$ cat config.mk
export PLATFORM = sky130hd
export DESIGN_NAME = ccc_top
export DESIGN_NICKNAME = d
export VERILOG_FILES = /design/src/rtl/ccc_pkg.sv /design/src/rtl/ccc_clk_if.sv /design/src/rtl/ccc_clk_sel.sv /design/src/rtl/ccc_top.sv
export SDC_FILE = /design/constraint.sdc
export NUM_CORES = 1
export LEC_CHECK = 0
export CAP_MARGIN = 40
export CORE_ASPECT_RATIO = 1.25
export CORE_MARGIN = 10
export CORE_UTILIZATION = 40
export CTS_CLUSTER_DIAMETER = 120
export DETAILED_ROUTE_END_ITERATION = 7
export DONT_BUFFER_PORTS = 1
export PLACE_DENSITY = 0.6
export SLEW_MARGIN = 20
export SYNTH_ARGS = -nofsm -noshare
export SYNTH_HDL_FRONTEND = slang
export SYNTH_SLANG_ARGS = --single-unit
$ cat constraint.sdc
create_clock -name core_clk -period 4 [get_ports core_clk]
set_input_delay 0.6 -clock core_clk [delete_from_list [all_inputs] [get_ports core_clk]]
set_output_delay 0.6 -clock core_clk [all_outputs]
set_load 0.03 [all_outputs]
$ cat src/rtl/ccc_pkg.sv
package ccc_pkg;

    // ************************************************************
    // Register offsets
    // ************************************************************
    localparam logic [7:0] ADDR_FUNC      = 8'h03;
    localparam logic [7:0] ADDR_IFACE     = 8'h04;
    localparam logic [7:0] ADDR_MISC      = 8'h05;
    localparam logic [7:0] ADDR_CLK       = 8'h06;
    localparam logic [7:0] ADDR_RATIO     = 8'h07;
    localparam logic [7:0] ADDR_STATUS    = 8'h08;
    localparam logic [7:0] ADDR_FRZ_FIRST = 8'h0f;
    localparam logic [7:0] ADDR_FRZ_LAST  = 8'h1b;
    localparam int         FRZ_COUNT      = 13;

    // ************************************************************
    // Field positions
    // ************************************************************
    localparam int MISC_EXT_SCLK = 7;
    localparam int MISC_HIZ      = 6;
    localparam int MISC_FREEZE   = 4;
    localparam int MISC_FILT     = 3;
    localparam int MISC_HPF      = 2;
    localparam int MISC_PLAY_MS  = 1;
    localparam int MISC_CAP_MS   = 0;
    localparam int CLK_DIV_LSB   = 6;
    localparam int CLK_FREQ_LSB  = 4;
    localparam int CLK_TRACK     = 3;
    localparam int CLK_SW_LSB    = 1;
    localparam int CLK_FORCE     = 0;
    localparam int IFACE_RJ16    = 0;
    localparam int FUNC_CAPCLK   = 2;
    localparam int STAT_ACTIVE   = 3;

    localparam logic [7:0] MISC_MASK  = 8'hdf;
    localparam logic [7:0] MISC_RST   = 8'h00;
    localparam logic [7:0] CLK_RST    = 8'h00;
    localparam logic [7:0] RATIO_RST  = 8'h00;
    localparam logic [7:0] FRZ_RST    = 8'h00;

    // ************************************************************
    // Codes and counts
    // ************************************************************
    localparam logic [1:0] DIV_BY1   = 2'b00;
    localparam logic [1:0] DIV_BY2   = 2'b01;
    localparam logic [1:0] DIV_BY4   = 2'b10;
    localparam logic [1:0] DIV_MUL2  = 2'b11;
    localparam logic [1:0] SW_PLL    = 2'b00;
    localparam logic [1:0] SW_OSC    = 2'b01;
    localparam logic [1:0] SW_HOLD   = 2'b10;
    localparam logic [1:0] SW_AUTO   = 2'b11;
    localparam logic [1:0] FREQ_RSVD = 2'b11;
    localparam logic [2:0] PLL_CODE_FORCED = 3'b111;
    localparam logic [6:0] RATIO_WINDOW    = 7'h40;
    localparam logic [7:0] RATIO_MAX       = 8'hff;
    localparam logic [3:0] BCLK_HALF       = 4'h2;
    localparam logic [5:0] LRCK_HALF       = 6'h20;

    typedef enum logic [1:0] {
        SRC_PLL = 2'b01,
        SRC_OSC = 2'b10
    } ccc_src_t;

endpackage

$ cat src/rtl/ccc_clk_if.sv
`timescale 1ns/10ps
interface ccc_clk_if;
    logic [1:0] swSel;
    logic       forced;
    logic       pllUnlock;
    logic       pllLvl;
    logic       oscLvl;
    logic [1:0] divSel;
    logic       activeOsc;
    logic       mclkLvl;
    logic       mclkRise;
    logic       rmckLvl;

    modport ctrl (
        output swSel, forced, pllUnlock, pllLvl, oscLvl, divSel,
        input  activeOsc, mclkLvl, mclkRise, rmckLvl
    );
    modport sel (
        input  swSel, forced, pllUnlock, pllLvl, oscLvl, divSel,
        output activeOsc, mclkLvl, mclkRise, rmckLvl
    );
endinterface

$ cat src/rtl/ccc_clk_sel.sv
`timescale 1ns/10ps
module ccc_clk_sel
    import ccc_pkg::*;
(
    // Clock and reset
    input  wire logic core_clk,
    input  wire logic rst,
    input  wire logic clkEn,
    // Control side
    ccc_clk_if.sel    bus
);

    // ************************************************************
    // Source selection
    // ************************************************************
    ccc_src_t   state_q;
    ccc_src_t   state_d;
    logic       mclkPrev_q;
    logic       basePrev_q;
    logic [1:0] divCnt_q;
    logic       recovered_clock_out_q;

    // source select table
    always_comb begin
        state_d = state_q;
        unique case (bus.swSel)
            SW_PLL:  state_d = SRC_PLL;
            SW_OSC:  state_d = SRC_OSC;
            SW_HOLD: state_d = bus.pllUnlock ? SRC_OSC : state_q;
            SW_AUTO: state_d = bus.pllUnlock ? SRC_OSC : SRC_PLL;
        endcase
    end

    wire logic activeOsc = (state_q == SRC_OSC);
    wire logic mclkLvl   = activeOsc ? bus.oscLvl : bus.pllLvl;
    // fallback of recovered clock; R18 none under forced lock
    wire logic rmckOsc   = activeOsc | ((bus.swSel == SW_PLL)
                           & bus.pllUnlock & ~bus.forced);
    wire logic baseLvl   = rmckOsc ? bus.oscLvl : bus.pllLvl;
    wire logic baseRise  = baseLvl & ~basePrev_q;
    wire logic baseEdge  = baseLvl ^ basePrev_q;

    // recovered clock scaling
    logic recovered_clock_out_d;
    always_comb begin
        recovered_clock_out_d = recovered_clock_out_q;
        unique case (bus.divSel)
            DIV_BY1:  recovered_clock_out_d = baseLvl;
            DIV_BY2:  recovered_clock_out_d = baseRise ? ~recovered_clock_out_q : recovered_clock_out_q;
            DIV_BY4:  recovered_clock_out_d = (baseRise & divCnt_q[0]) ? ~recovered_clock_out_q : recovered_clock_out_q;
            DIV_MUL2: recovered_clock_out_d = baseEdge ? ~recovered_clock_out_q : recovered_clock_out_q;
        endcase
    end

    always_ff @(posedge core_clk) begin
        if (rst) begin
            state_q    <= SRC_PLL;
            mclkPrev_q <= 1'b0;
            basePrev_q <= 1'b0;
            divCnt_q   <= 2'b00;
            recovered_clock_out_q     <= 1'b0;
        end else if (clkEn) begin
            state_q    <= state_d;
            mclkPrev_q <= mclkLvl;
            basePrev_q <= baseLvl;
            divCnt_q   <= baseRise ? divCnt_q + 2'b01 : divCnt_q;
            recovered_clock_out_q     <= recovered_clock_out_d;
        end
    end

    assign bus.activeOsc = activeOsc;
    assign bus.mclkLvl   = mclkLvl;
    assign bus.mclkRise  = mclkLvl & ~mclkPrev_q;
    assign bus.rmckLvl   = recovered_clock_out_q;

endmodule

$ cat src/rtl/ccc_top.sv
// What this block does
// Word-length bit picks 24 or 16 bit.
// External converter bit clock source select.
// Tri-state bit floats recovered clock output.
// Freeze holds gain changes, applies together.
// Filter bit selects fast or slow rolloff.
// Highpass hold freezes offset estimate.
// Playback port master drives divided clocks.
// Partner supplies playback frame clock in slave.
// Capture port master drives divided clocks.
// Partner supplies capture frame clock in slave.
// Frame tracking needs capture port slave.
// Divider scales recovered clock by code.
// Software sets reference frequency code correctly.
// PLL tracks capture frame clock when enabled.
// Source select: PLL, oscillator, hold, auto.
// Unlocked at code 00: recovered clock oscillator.
// Software keeps source code 00 under force.
// Forced lock: no oscillator fallback on unlock.
// Forced lock: no autodetect, ratio invalid, 111.
// Software picks de-emphasis rate under force.
// Ratio register reports oscillator/PLL in 2.6.
// Capture data clocked by chosen port.
// Status bit shows active master clock source.
// Reserved bits read zero, no effect.
`timescale 1ns/10ps
module ccc_top
    import ccc_pkg::*;
(
    // Clock and reset
    input  wire logic                   core_clk,
    input  wire logic                   rst,
    input  wire logic                   clkEn,
    // Control port
    input  wire logic [7:0]             regAddr,
    input  wire logic [7:0]             regWrData,
    input  wire logic                   regWrEn,
    input  wire logic                   regRdEn,
    output logic      [7:0]             regRdData,
    output logic                        regRdValid,
    // Clock sources and PLL status
    input  wire logic                   pllClkIn,
    input  wire logic                   oscClkIn,
    input  wire logic                   pllUnlock,
    input  wire logic [2:0]             pllFreqCode,
    // Playback serial port pins
    input  wire logic                   playBitClkIn,
    output logic                        playBitClkOut,
    output logic                        playBitClkOe,
    input  wire logic                   playFrameIn,
    output logic                        playFrameOut,
    output logic                        playFrameOe,
    // Capture serial port pins
    input  wire logic                   capBitClkIn,
    output logic                        capBitClkOut,
    output logic                        capBitClkOe,
    input  wire logic                   capFrameIn,
    output logic                        capFrameOut,
    output logic                        capFrameOe,
    // Derived clocks
    output logic                        extConvBitClk,
    output logic                        capDataBitClk,
    output logic                        capDataFrame,
    output logic                        rmckOut,
    output logic                        rmckOe,
    output logic                        pllRefTrack,
    output logic                        pllRefClk,
    // Datapath controls
    output logic                        rjWordLen16,
    output logic                        interpRolloffSlow,
    output logic                        highpassHold,
    output logic                        rateAutoDetectEn,
    output logic [FRZ_COUNT*8-1:0]      gainActive
);

    // ************************************************************
    // Register file
    // ************************************************************
    logic [7:0] miscCtrl_q;
    logic [7:0] clockCtrl_q;
    logic       rj16_q;
    logic       capClkSel_q;
    logic [7:0] ratio_q;
    logic [7:0] frzShadow_q [FRZ_COUNT];

    wire logic       freeze     = miscCtrl_q[MISC_FREEZE];
    wire logic       playMaster = miscCtrl_q[MISC_PLAY_MS];
    wire logic       capMaster  = miscCtrl_q[MISC_CAP_MS];
    wire logic       forced     = clockCtrl_q[CLK_FORCE];
    wire logic [1:0] swSel      = clockCtrl_q[CLK_SW_LSB +: 2];
    wire logic       inFrzRange = (regAddr >= ADDR_FRZ_FIRST)
                                  && (regAddr <= ADDR_FRZ_LAST);
    wire logic [7:0] frzIndex   = regAddr - ADDR_FRZ_FIRST;
    wire logic       wrMisc     = regWrEn && (regAddr == ADDR_MISC);
    wire logic       wrClk      = regWrEn && (regAddr == ADDR_CLK);

    // reserved frequency code stored as zero
    wire logic [7:0] clkWrVal =
        (regWrData[CLK_FREQ_LSB +: 2] == FREQ_RSVD)
        ? (regWrData & ~(8'h03 << CLK_FREQ_LSB)) : regWrData;

    always_ff @(posedge core_clk) begin
        if (rst) begin
            miscCtrl_q  <= MISC_RST;
            clockCtrl_q <= CLK_RST;
            rj16_q      <= 1'b0;
            capClkSel_q <= 1'b0;
        end else if (clkEn && regWrEn) begin
            // reserved bits dropped
            if (wrMisc) begin
                miscCtrl_q <= regWrData & MISC_MASK;
            end
            if (wrClk) begin
                clockCtrl_q <= clkWrVal;
            end
            if (regAddr == ADDR_IFACE) begin
                rj16_q <= regWrData[IFACE_RJ16];
            end
            if (regAddr == ADDR_FUNC) begin
                capClkSel_q <= regWrData[FUNC_CAPCLK];
            end
        end
    end

    // ************************************************************
    // Freezable gain registers
    // ************************************************************
    genvar gi;
    generate
        for (gi = 0; gi < FRZ_COUNT; gi++) begin : g_frz
            always_ff @(posedge core_clk) begin
                if (rst) begin
                    frzShadow_q[gi] <= FRZ_RST;
                end else if (clkEn && regWrEn && inFrzRange
                             && frzIndex == 8'(gi)) begin
                    frzShadow_q[gi] <= regWrData;
                end
            end
            // stored value reaches outputs only unfrozen
            always_ff @(posedge core_clk) begin
                if (rst) begin
                    gainActive[gi*8 +: 8] <= FRZ_RST;
                end else if (clkEn && !freeze) begin
                    gainActive[gi*8 +: 8] <= frzShadow_q[gi];
                end
            end
        end
    endgenerate

    // ************************************************************
    // Clock source selection
    // ************************************************************
    ccc_clk_if clkBus ();

    assign clkBus.swSel     = swSel;
    assign clkBus.forced    = forced;
    assign clkBus.pllUnlock = pllUnlock;
    assign clkBus.pllLvl    = pllClkIn;
    assign clkBus.oscLvl    = oscClkIn;
    assign clkBus.divSel    = clockCtrl_q[CLK_DIV_LSB +: 2];

    ccc_clk_sel u_sel (
        .core_clk (core_clk),
        .rst      (rst),
        .clkEn    (clkEn),
        .bus      (clkBus.sel)
    );

    // ************************************************************
    // Master serial clock dividers
    // ************************************************************
    logic [3:0] bclkCnt_q;
    logic [5:0] lrckCnt_q;
    logic       genBclk_q;
    logic       genLrck_q;

    wire logic bclkTick = clkBus.mclkRise && (bclkCnt_q == BCLK_HALF - 4'h1);
    wire logic lrckTick = bclkTick && genBclk_q
                          && (lrckCnt_q == LRCK_HALF - 6'h01);

    always_ff @(posedge core_clk) begin
        if (rst) begin
            bclkCnt_q <= 4'h0;
            lrckCnt_q <= 6'h00;
            genBclk_q <= 1'b0;
            genLrck_q <= 1'b0;
        end else if (clkEn && clkBus.mclkRise) begin
            bclkCnt_q <= bclkTick ? 4'h0 : bclkCnt_q + 4'h1;
            genBclk_q <= bclkTick ? ~genBclk_q : genBclk_q;
            if (bclkTick && genBclk_q) begin
                lrckCnt_q <= lrckTick ? 6'h00 : lrckCnt_q + 6'h01;
            end
            genLrck_q <= lrckTick ? ~genLrck_q : genLrck_q;
        end
    end

    // playback master drives, slave takes pins (R8 partner frame)
    wire logic playBclk  = playMaster ? genBclk_q : playBitClkIn;
    wire logic playFrame = playMaster ? genLrck_q : playFrameIn;
    // capture master drives, slave takes pins (R10 partner frame)
    wire logic capBclk   = capMaster ? genBclk_q : capBitClkIn;
    wire logic capFrame  = capMaster ? genLrck_q : capFrameIn;
    // tracking only with capture port slave
    wire logic track     = clockCtrl_q[CLK_TRACK] && !capMaster;

    // ************************************************************
    // Ratio measurement
    // ************************************************************
    logic       pllPrev_q;
    logic       oscPrev_q;
    logic [6:0] winCnt_q;
    logic [7:0] oscCnt_q;

    wire logic pllRise = pllClkIn && !pllPrev_q;
    wire logic oscRise = oscClkIn && !oscPrev_q;
    wire logic winEnd  = pllRise && (winCnt_q == RATIO_WINDOW - 7'h01);
    wire logic oscSat  = (oscCnt_q == RATIO_MAX);
    wire logic [7:0] oscNext = (oscRise && !oscSat) ? oscCnt_q + 8'h01
                                                     : oscCnt_q;

    // osc edges per 64 PLL edges is 2.6 fixed point
    always_ff @(posedge core_clk) begin
        if (rst) begin
            pllPrev_q <= 1'b0;
            oscPrev_q <= 1'b0;
            winCnt_q  <= 7'h00;
            oscCnt_q  <= 8'h00;
            ratio_q   <= RATIO_RST;
        end else if (clkEn) begin
            pllPrev_q <= pllClkIn;
            oscPrev_q <= oscClkIn;
            winCnt_q  <= winEnd ? 7'h00 : winCnt_q + {6'h00, pllRise};
            oscCnt_q  <= winEnd ? 8'h00 : oscNext;
            if (winEnd) begin
                ratio_q <= oscNext;
            end
        end
    end

    // ************************************************************
    // Read path
    // ************************************************************
    // forced lock forces code 111; R23 active source bit
    wire logic [2:0] freqCode = forced ? PLL_CODE_FORCED : pllFreqCode;
    wire logic [7:0] statusVal = {4'h0, clkBus.activeOsc, freqCode};
    logic [7:0] rdMux;
    always_comb begin
        rdMux = 8'h00;
        if (inFrzRange) begin
            rdMux = frzShadow_q[frzIndex[3:0]];
        end else begin
            unique case (regAddr)
                ADDR_FUNC:   rdMux = {5'h00, capClkSel_q, 2'b00};
                ADDR_IFACE:  rdMux = {7'h00, rj16_q};
                ADDR_MISC:   rdMux = miscCtrl_q;
                ADDR_CLK:    rdMux = clockCtrl_q;
                ADDR_RATIO:  rdMux = ratio_q;
                ADDR_STATUS: rdMux = statusVal;
                default:     rdMux = 8'h00;
            endcase
        end
    end

    // ************************************************************
    // Output registers
    // ************************************************************
    always_ff @(posedge core_clk) begin
        if (rst) begin
            regRdData         <= 8'h00;
            regRdValid        <= 1'b0;
            playBitClkOut     <= 1'b0;
            playBitClkOe      <= 1'b0;
            playFrameOut      <= 1'b0;
            playFrameOe       <= 1'b0;
            capBitClkOut      <= 1'b0;
            capBitClkOe       <= 1'b0;
            capFrameOut       <= 1'b0;
            capFrameOe        <= 1'b0;
            extConvBitClk     <= 1'b0;
            capDataBitClk     <= 1'b0;
            capDataFrame      <= 1'b0;
            rmckOut           <= 1'b0;
            rmckOe            <= 1'b1;
            pllRefTrack       <= 1'b0;
            pllRefClk         <= 1'b0;
            rjWordLen16       <= 1'b0;
            interpRolloffSlow <= 1'b0;
            highpassHold      <= 1'b0;
            rateAutoDetectEn  <= 1'b1;
        end else if (clkEn) begin
            regRdData         <= regRdEn ? rdMux : regRdData;
            regRdValid        <= regRdEn;
            playBitClkOut     <= genBclk_q;
            playBitClkOe      <= playMaster;
            playFrameOut      <= genLrck_q;
            playFrameOe       <= playMaster;
            capBitClkOut      <= genBclk_q;
            capBitClkOe       <= capMaster;
            capFrameOut       <= genLrck_q;
            capFrameOe        <= capMaster;
            // external converter bit clock
            extConvBitClk     <= miscCtrl_q[MISC_EXT_SCLK] ? playBclk
                                                            : capBclk;
            // capture data clock port
            capDataBitClk     <= capClkSel_q ? capBclk : playBclk;
            capDataFrame      <= capClkSel_q ? capFrame : playFrame;
            rmckOut           <= clkBus.rmckLvl;
            // recovered clock tri-state
            rmckOe            <= !miscCtrl_q[MISC_HIZ];
            // PLL reference from capture frame
            pllRefTrack       <= track;
            pllRefClk         <= track ? capFrame : 1'b0;
            // word length
            rjWordLen16       <= rj16_q;
            // rolloff select
            interpRolloffSlow <= miscCtrl_q[MISC_FILT];
            // highpass hold
            highpassHold      <= miscCtrl_q[MISC_HPF];
            // autodetect off when forced
            rateAutoDetectEn  <= !forced;
        end
    end

    // ************************************************************
    // Assertions
    // ************************************************************
    property p_wordlen;
        @(posedge core_clk) disable iff (rst)
        clkEn ##1 clkEn |-> rjWordLen16 == $past(rj16_q);
    endproperty
    a_wordlen: assert property (p_wordlen)
        else $error("word length output mismatch");

    property p_hiz;
        @(posedge core_clk) disable iff (rst)
        wrMisc && clkEn ##1 clkEn |=> rmckOe == !$past(regWrData[MISC_HIZ], 2);
    endproperty
    a_hiz: assert property (p_hiz)
        else $error("recovered clock enable wrong after write");

    property p_freeze;
        @(posedge core_clk) disable iff (rst)
        freeze ##1 freeze |-> $stable(gainActive);
    endproperty
    a_freeze: assert property (p_freeze)
        else $error("gain output moved while frozen");

    property p_playoe;
        @(posedge core_clk) disable iff (rst)
        clkEn ##1 clkEn |-> playBitClkOe == $past(playMaster)
                            && playFrameOe == $past(playMaster);
    endproperty
    a_playoe: assert property (p_playoe)
        else $error("playback pin direction wrong");

    property p_capoe;
        @(posedge core_clk) disable iff (rst)
        clkEn ##1 clkEn |-> capFrameOe == $past(capMaster);
    endproperty
    a_capoe: assert property (p_capoe)
        else $error("capture pin direction wrong");

    property p_track;
        @(posedge core_clk) disable iff (rst)
        pllRefTrack |-> !capFrameOe;
    endproperty
    a_track: assert property (p_track)
        else $error("tracking with capture port master");

    property p_manual;
        @(posedge core_clk) disable iff (rst)
        clkEn && swSel == SW_OSC |=> clkBus.activeOsc;
    endproperty
    a_manual: assert property (p_manual)
        else $error("manual oscillator select not applied");

    property p_autofall;
        @(posedge core_clk) disable iff (rst)
        clkEn && swSel[1] && pllUnlock |=> clkBus.activeOsc;
    endproperty
    a_autofall: assert property (p_autofall)
        else $error("no oscillator fallback on unlock");

    property p_forced;
        @(posedge core_clk) disable iff (rst)
        forced && regRdEn && regAddr == ADDR_STATUS && clkEn
        |=> regRdData[2:0] == PLL_CODE_FORCED;
    endproperty
    a_forced: assert property (p_forced)
        else $error("forced lock frequency code not 111");

    property p_reserved;
        @(posedge core_clk) disable iff (rst)
        regRdEn && clkEn && regAddr == ADDR_MISC |=> !regRdData[5];
    endproperty
    a_reserved: assert property (p_reserved)
        else $error("reserved bit read as one");

endmodule

# Yosys cells after proc, flatten, opt, wreduce, memory -nomap -nowiden

Memories as Yosys holds them, arrays and structs flattened. A register that Yosys moved wholly into a read port is not among the register bits.
Index checks and enable logic that the tools add are counted.

Register bits: 85
Bits in latches: 0
RAM bits: 104
ROM bits: 0
Output and inout port bits: 132
Word-level logic and storage cells: 234
Memories: 1

Add/sub/neg operators: 6
Multipliers: 0
Div/mod/pow operators: 0
$lt $le $gt $ge: 2
Equality and inequality tests: 34
Shift operators: 0
Muxes and demuxes: 80
Bitwise gates (word level): 26
Reduce and logical (&&, ||, !) cells: 50

Memories:

| memory      | words | width | rd ports | clocked after Yosys merged registers in | wr ports | line          | text |
|---|---|---|---|---|---|---|---|
| frzShadow_q | 13    | 8     | 14       | 13                                      | 13       | ccc_top.sv:84 | `logic [7:0] frzShadow_q [FRZ_COUNT];` |

Operators with widths:

| cell                | number |
|---|---|
| $mux 8              | 16 |
| $eq 8x3->1 const B  | 8 |
| $mux 1              | 54 |
| $eq 8x4->1 const B  | 6 |
| $pmux 8 s6          | 1 |
| $logic_and 1x1->1   | 28 |
| $eq 8x2->1 const B  | 3 |
| $reduce_and 2->1    | 11 |
| $or 1x1->1          | 14 |
| $eq 2x2->1 const B  | 6 |
| $mux 6              | 2 |
| $add 8x1->8 const B | 1 |
| $eq 8x1->1 const B  | 1 |
| $eq 8x8->1 const B  | 1 |
| $ge 8x4->1 const B  | 1 |
| $le 8x5->1 const B  | 1 |
| $logic_not 8->1     | 1 |
| $pmux 2 s4          | 1 |
| $sub 8x4->8 const B | 1 |
| $add 7x1->7         | 1 |
| $eq 7x6->1 const B  | 1 |
| $logic_not 1->1     | 7 |
| $mux 7              | 1 |
| $add 6x1->6 const B | 1 |
| 16 further kinds    | 30 |

# Logic depth before layout (Yosys ltp)

Gate-level depths: netlist (run 1).

Depth in word-level cells: 9
Gate-level depth with buffers: 12
Depth with buffers taken out: 12

# By module

A second synthesis (run 1) with hierarchy kept.

Cell total of the unflattened synthesis: 1,341
Area, all modules: 12,600.8 µm²

Modules (own cells, without submodules):

| module      | instances | cells each | area each (µm²) |
|---|---|---|---|
| ccc_top     | 1         | 1,289      | 12,160.4 |
| ccc_clk_sel | 1         | 52         | 440.4 |

# Worst setup path before layout (run 1)

OpenSTA, ideal clock, no wires.

Path type: input-to-reg
Start point: input regAddr[0]
End point: register regRdData[4]
Setup time: 119 ps
Data arrival time: 2,980 ps
Setup slack: 902 ps
Stages: 10
Buffers on the path: 4
Path through: buf_4 -> buf_1 -> inv_1 -> ha_1 -> buf_2 -> buf_2 -> mux4_2 -> mux2i_1 -> o221ai_1 -> o221a_2

Word-level cells in the longest chain between the ends: 3
Elaborated cells between the ends (all ways): 13
Those cells by class: add/sub (1); order compare (2); eq/ne (6); mux (2); reduce/logical (1); memory (1)

RTL lines:

| item                                 | line           | text |
|---|---|---|
| start, declared                      | ccc_top.sv:35  | `input wire logic [7:0] regAddr,` |
| $sub 8x4->8 (tied with other cells)  | ccc_top.sv:93  | `wire logic [7:0] frzIndex = regAddr - ADDR_FRZ_FIRST;` |
| $mem_v2 13x8 (tied with other cells) | --             |  |
| $mux 8 *                             | ccc_top.sv:249 | `if (inFrzRange) begin` |
| end signal, assigned                 | ccc_top.sv:291 | `regRdData <= regRdEn ? rdMux : regRdData;` |
| end, declared                        | ccc_top.sv:39  | `output logic [7:0] regRdData,` |

Every way passes the cells marked *; elsewhere a longest branch is shown, timed or not.
A chain may end at the register's enable or synchronous reset.

# Worst setup path after layout (run 1)

Start point: register clockCtrl_q[1]
End point: register u_sel.recovered_clock_out_q, in the netlist u_sel.bus.rmckLvl

Word-level cells in the longest chain between the ends: 9
Elaborated cells between the ends (all ways): 13
Those cells by class: eq/ne (3); mux (2); bitwise (6); reduce/logical (2)

RTL lines:

| item                        | line              | text |
|---|---|---|
| start, declared             | ccc_top.sv:80     | `logic [7:0] clockCtrl_q;` |
| start signal, assigned      | ccc_top.sv:114    | `clockCtrl_q <= clkWrVal;` |
| $logic_not 2->1 *           | ccc_clk_sel.sv:37 | `wire logic rmckOsc = activeOsc \| ((bus.swSel == SW_PLL)` |
| $and 1x1->1 * (2 in series) | ccc_clk_sel.sv:38 | `& bus.pllUnlock & ~bus.forced);` |
| $or 1x1->1 *                | ccc_clk_sel.sv:37 |  |
| $mux 1 *                    | ccc_clk_sel.sv:39 | `wire logic baseLvl = rmckOsc ? bus.oscLvl : bus.pllLvl;` |
| named net u_sel.baseLvl     | ccc_clk_sel.sv:39 |  |
| $and 1x1->1                 | ccc_clk_sel.sv:40 | `wire logic baseRise = baseLvl & ~basePrev_q;` |
| $and 1x1->1                 | ccc_clk_sel.sv:50 | `DIV_BY4: recovered_clock_out_d = (baseRise & divCnt_q[0]) ? ~recovered_clock_out_q : recovered_clock_out_q;` |
| $ne 2x1->1 (no line)        | --                |  |
| $reduce_and 4->1 (no line)  | --                |  |
| end signal, assigned        | ccc_clk_sel.sv:67 | `recovered_clock_out_q <= recovered_clock_out_d;` |
| end, declared               | ccc_clk_sel.sv:21 | `logic recovered_clock_out_q;` |

The timed path passes the listed nets; every way through them passes the cells marked *.

==> flow_summary.yaml, run 1 <==
clock_network:
  cts_hold_buf: 0
  path_clk_slew_ps: 60
  root_buffer: "clkbuf_16"
  worstSkewPairLatency_ps: 570
  cts_tree: "built"
  clk_path_buf_depth: 3
  numCtsBuffers: 31
  cts_sinks: 292
  cts_setup_buffers: 0
  htreeDepth: 1
  cts_resized: 0
floorplan:
  coreArea_um2: 31000
  dieArea_um2: 39100
  die_h_um: 218
  pin_count: 163
  fp.dieW_um: 179
  placementRows: 72
  initial_core_util_pct: 40.7
layout:
  n_fill_cell: 2981
  diodes: 0
  area_delta_synth_final_pct: 11.2
  postLayoutCellArea_um2: 14000
  layout-drive-gt1-share_pct: 10.6
  fin_nets: 1310
grt:
  grt_pass1_wl_um: 54900
  grt_overflow: 0
  track_usage_pct: 18.1
  grt_max_degree: 183
  grt_pass1_vias: 8955
  antenna_found_initial: 2
synth:
  synth_cells: 1290
  synth.avg_cell_area_um2: 9.77
  muxShareOfSynthArea_pct: 7.57
  synth_area_um2: 12600
  synth_nets: 1336
  yosysMostFrequentCell: "nand2_1"
  synth-compound-area-share_pct: 11.2
  yosysSeqAreaShare_pct: 54.6
  synthXorXnorAreaFrac_pct: 1.46
  netlist.area_leader.share_pct: 29.9
  synth_top_family_by_area: "simple AND/OR/NAND/NOR gates"
  yosysTopAreaCell: "dfxtp_1"
  synthArstFlopShare_pct: 0
  ys_types: 76
  synth_edf_count: 104
  synthTopCellsByArea: "dfxtp_1 (30%), edfxtp_1 (25%), nand2_1 (8.3%), nor2_1 (5.1%), a21oi_1 (5.0%)"
  synth_warnings: 0
  synth_fa_ha_area_share_pct: 1.49
  ys_ff_latch: 292
  ys.flop_type: "dfxtp_1"
  synth_common_cells: "nand2_1 (280), dfxtp_1 (188), nor2_1 (170)"
  synth_simple_gate_area_share_pct: 20.1
worst_setup_path:
  cp_cell_sequence: "inv_1, ha_1, nand2_1, o21ai_0, mux2i_1, inv_1, ha_1, o22ai_1, o21ai_0, or4_1, a31oi_1"
  critPathLaunchType: "flip-flop"
  rr_endpoint: "u_sel.bus.rmckLvl"
  cp-end-kind: "flip-flop"
  slowest_delay_ps: 410
  cpMaxStageDelayCell: "mux2i_1"
  path_max_fanout: 4
  rr_startpoint: "clockCtrl_q[1]"
  ff2ff_setup_slack_ps: 1390
  timing_worst_setup_path_type: "reg2reg"
  required_ps: 4490
  arrival_ps: 3110
  reg2reg_depth: 11
timing:
  rsz0062_at_grt: "no"
  hold_viol_final: 0
  skew_ps: 10.2
  slew_violations: 0
  period_share_pct: 65.4
  slew_headroom_pct: 51.7
  tightest_slew_ps: 718
  setup_viol_count_final: 0
  post-route-min-period_ps: 2610
  clock.fmax_mhz: 383
  finalSetupTns_ps: 0
routing:
  drc: 0
  vias_per_cell: 5.43
  drtAntennaViolNets: 0
  avgRoutedWirePerCell_um: 21.3
  firstDrtPassIters: 5
  vias: 9194
  drt-initial-drc-count: 668
  wl_um: 36200
power_and_ir_drop:
  irDropWorstVdd_mv: 0.334
  leakagePower_uw: 0.00490
  p_per_area_nw_per_um2: 482
min_path:
  hold_path.class: "in2reg"
  whs_path_depth: 1
  holdCritStartpoint: "rst"
  min_to: "oscCnt_q[0]"
placement:
  io_buffers: 0
  place_hpwl_um: 26100
  dpl_cell_area_um2: 13000
  place_congestion: 0.877
flow_run:
  max_cap_viol_count: 0
status:
  outcome: "complete, no violations"
worst max path at each step:
| stage | from | endpoint | slack [ps] |
|---|---|---|---|
| after floorplan | regAddr[0] | regRdData[4] | 900 |
| after global placement | regAddr[0] | frzShadow_q[9][7] | 990 |
| after detailed placement | regAddr[0] | frzShadow_q[9][2] | 920 |
| after CTS | clockCtrl_q[1] | u_sel.bus.rmckLvl | 1360 |
| after global routing | clockCtrl_q[1] | u_sel.bus.rmckLvl | 1090 |
| final | clockCtrl_q[1] | u_sel.bus.rmckLvl | 1390 |
flip-flops by register name, summed over array words and instances, names as in the netlist, 2 cells and up:
name	cells
frzShadow_q	104
gainActive	104
clockCtrl_q	8
oscCnt_q	8
ratio_q	8
regRdData	8
miscCtrl_q	7
winCnt_q	7
lrckCnt_q	6
bclkCnt_q	4
u_sel.state_q	2
power breakdown:
part	internal, uW	switching, uW
sequential	3200	233
combinational	161	225
clock	1770	1170
total	5130	1630
cell families (layout without fill, tap and decap cells):
group | after synthesis | in the layout
xor+xnor | 18 | 18
buf+inv | 102 | 99
flops | 292 | 292
fa+ha+maj | 15 | 15
compound gates | 229 | 229
mux | 65 | 65
simple gates | 569 | 569
layer usage:
metal  vias up  GRT usage (%)  part of all wire (%)
met5         -              0                 0.069
li1       4450              -                     -
met2       303           30.8                    50
met3        64           6.24                    10
met4         4           5.96                   2.7
met1      4373           20.8                    37
worst max-delay path, delay by kind of cell, from the launching register on:
| family | cells | cell delay (ps) |
|---|---|---|
| adder cells (fa/ha/maj) | 2 | 470 |
| multiplexers | 1 | 410 |
| buffers and inverters | 2 | 180 |
| flip-flops | 1 | 360 |
| AND/OR/NAND/NOR | 2 | 480 |
| AO/OA/AOI/OAI | 4 | 640 |
final cells by class:
type                    count  area [um^2]  area share, %
clock buffers              40          863           6.16
inverters                  16         60.1          0.429
flip-flops and latches    292         6890           49.1
well taps                 407          509           3.63
multi-input cells         896         5290           37.8
repair buffers             27          218           1.55
clock inverters            16          184           1.31
cells in the final DEF, fill, tap and decap left out, types with 8 or more instances in the layout:
cell type,n
nand2_1,280
dfxtp_1,188
nor2_1,169
a21oi_1,127
edfxtp_1,104
mux2i_1,38
clkbuf_16,33
o21ai_0,28
buf_4,25
mux4_2,24
nand3_1,16
inv_1,15
ha_1,15
a211oi_1,13
nor3_1,12
and2_1,10
xor2_1,9
or3_1,9
nor2b_1,9
nand4_1,9
nand2_2,8
metrics by stage:
step	utilization [%]	power (uW)	instances	hold slack, ps	setup WS (ps)
3_5_place_dp	41.8	3890	1637	452	925
6_report	45.2	6760	1694	102	1390
4_1_cts	45.2	6850	1693	88.5	1360
2_1_floorplan	-	3780	1290	431	902
3_3_place_gp	41.8	3880	1636	439	989
5_1_grt	45.2	7000	1694	86.2	1090
Power figures use the tool's default switching activity.
==> run 2: changes to the inputs <==
Settings changed: PLACE_DENSITY 0.6 to 0.62.
Clock period 4 ns to 2.2 ns, I/O delays scaled along.
==> run 2 against run 1 <==
The flow now finishes with violations (hold timing, setup timing); global-route usage grew 0.89 points; critical path depth is the same; via count grew 8.1%; cell count grew 7.1%; sequential power grew 82%; hold slack lost 110 ps; die area is the same; sequential share of layout area shrank 4.3 points; register-to-register slack lost 1400 ps; utilization grew 4.3 points; clock power grew 59%; critical endpoint unchanged; largest cell class unchanged; largest power group unchanged.
==> flow_summary.yaml, run 2 (synthesis results as in run 1) <==
worst_setup_path:
  critPathLaunchType: "flip-flop"
  arrival_ps: 2710
  path_max_fanout: 2
  required_ps: 2670
  timing_worst_setup_path_type: "reg2reg"
  cp-end-kind: "flip-flop"
  rr_endpoint: "u_sel.bus.rmckLvl"
  reg2reg_depth: 11
  rr_startpoint: "clockCtrl_q[1]"
  ff2ff_setup_slack_ps: -40
timing:
  slew_violations: 0
  hold_viol_final: 1
  setup_viol_count_final: 1
  tightest_slew_ps: 636
  period_share_pct: 102
  fin_hold_ws_ps: -6.18
  skew_ps: 14.7
  slew_headroom_pct: 57.6
  clock.fmax_mhz: 447
  post-route-min-period_ps: 2240
  finalSetupTns_ps: -38.0
  rsz0062_at_grt: "yes"
  fin_ws_ps: -38.0
min_path:
  min_to: "u_sel.state_q[0]"
  whs_path_depth: 2
  holdCritStartpoint: "clkEn"
  hold_path.class: "in2reg"
layout:
  fin_nets: 1431
  final_common_cell: "nand2_1"
  layout-drive-gt1-share_pct: 15.4
  final_cell_mix: "nand2_1 (279), dfxtp_1 (184), nor2_1 (168)"
  postLayoutCellArea_um2: 15400
  finalNonFillerCells: 1815
  post-route-util_pct: 49.5
  reg_top3: "frzShadow_q: 104 flops, gainActive: 104 flops"
  area_delta_synth_final_pct: 21.8
flow_run:
  max_cap_viol_count: 0
placement:
  place_congestion: 0.907
  io_buffers: 0
  dpl_cell_area_um2: 13400
  dp_cells: 1667
  place_hpwl_um: 26400
routing:
  avgRoutedWirePerCell_um: 21.3
  firstDrtPassIters: 7
  drt-initial-drc-count: 793
  drc: 0
  wl_um: 38600
  vias: 9937
  drtAntennaViolNets: 0
  vias_per_cell: 5.47
grt:
  antenna_found_initial: 3
  grt_pass1_wl_um: 58100
  grt_max_degree: 106
  track_usage_pct: 19.0
  grt_pass1_vias: 9633
  grt_overflow: 0
power_and_ir_drop:
  leakagePower_uw: 0.00563
  finalPower_uw: 11800
  p_per_area_nw_per_um2: 770
  irDropWorstVdd_mv: 0.520
floorplan:
  pin_count: 163
  die_h_um: 218
  fp.dieW_um: 179
  dieArea_um2: 39100
  initial_core_util_pct: 40.7
  placementRows: 72
  coreArea_um2: 31000
clock_network:
  htreeDepth: 1
  path_clk_slew_ps: 70
  worstSkewPairLatency_ps: 550
  root_buffer: "clkbuf_16"
  cts_sinks: 292
  numCtsBuffers: 29
  cts_tree: "built"
  clk_path_buf_depth: 3
status:
  violations: "hold timing, setup timing"
  outcome: "complete, but fails checks"
[run 2: changes by cell type in the layout (fill, tap and decap cells not counted), moves of 5 or more]
cell | before | now
buf_12 | 1 | 13
buf_4 | 25 | 57
clkbuf_1 | 5 | 10
dlygate4sd3_1 | 0 | 77
ha_1 | 15 | 9
o21ai_0 | 28 | 12
o21ai_2 | 0 | 10
o21ai_4 | 0 | 5
[run 2: final cells by class]
type                            instances  area, um^2
Fill cell                            2897       15600
Sequential cell                       292        6890
Multi-Input combinational cell        897        5520
Timing Repair Buffer                  149        1490
Clock buffer                           41         791
Tap cell                              407         509
Clock inverter                         11        80.1
Inverter                               16        62.6
Antenna cell                            2        5.00
[run 2: how the worst max path moves through the flow]
stage | start | to | slack, ps | depth (start not counted)
3_3_place_gp | clockCtrl_q[1] | u_sel.bus.rmckLvl | -30 | 11
4_1_cts | clockCtrl_q[2] | u_sel.bus.rmckLvl | 1 | 11
5_1_grt | clockCtrl_q[2] | u_sel.bus.rmckLvl | -140 | 11
6_report | clockCtrl_q[1] | u_sel.bus.rmckLvl | -40 | 11
2_1_floorplan | regAddr[0] | frzShadow_q[6][0] | -60 | 7
3_5_place_dp | regAddr[0] | frzShadow_q[12][0] | -130 | 6
[run 2: per-layer routing]
metal | wire (um) | GRT usage (%) | vias up
met5 | 22 | 0 | -
met4 | 1280 | 6.65 | 4
met3 | 3830 | 6.05 | 80
met2 | 18600 | 31.2 | 336
met1 | 14800 | 22.9 | 4816
li1 | - | - | 4701
[run 2: critical path, stage by stage, from the launching register on]
cell,delay [ps]
dfxtp_2,320
inv_2,70
ha_4,140
nand2_2,40
o21ai_2,110
mux2i_1,270
inv_1,120
ha_4,230
o22ai_4,170
o21ai_2,70
or4_1,470
a31oi_1,160
[run 2: metrics by stage]
stage	worst slack [ps]	hold slack, ps
final	-38.0	-6.18
after global routing	-136	9.71
after CTS	1.06	1.74
after detailed placement	-133	422
after global placement	-34.8	423
after floorplan	-62.0	431
[run 2: what timing repair did]
| item | in CTS | in global routing |
|---|---|---|
| buffers inserted | 8 | 6 |
| pin swaps | 5 | 12 |
| hold buffers | 78 | 0 |
| gates cloned | 0 | 1 |
| endpoints found under the setup margin | 1 | 20 |
| endpoints found under the hold margin | 183 | 0 |
| gates resized for setup | 4 | 24 |
[run 2: where the power goes]
part / switching (uW) / total (uW) / leakage, uW / internal [uW]
registers: 424 / 6240 / 0.00253 / 5820
logic: 486 / 911 / 0.00267 / 424
clock network: 2070 / 4670 / 0.000428 / 2600
total: 2980 / 11800 / 0.00563 / 8840
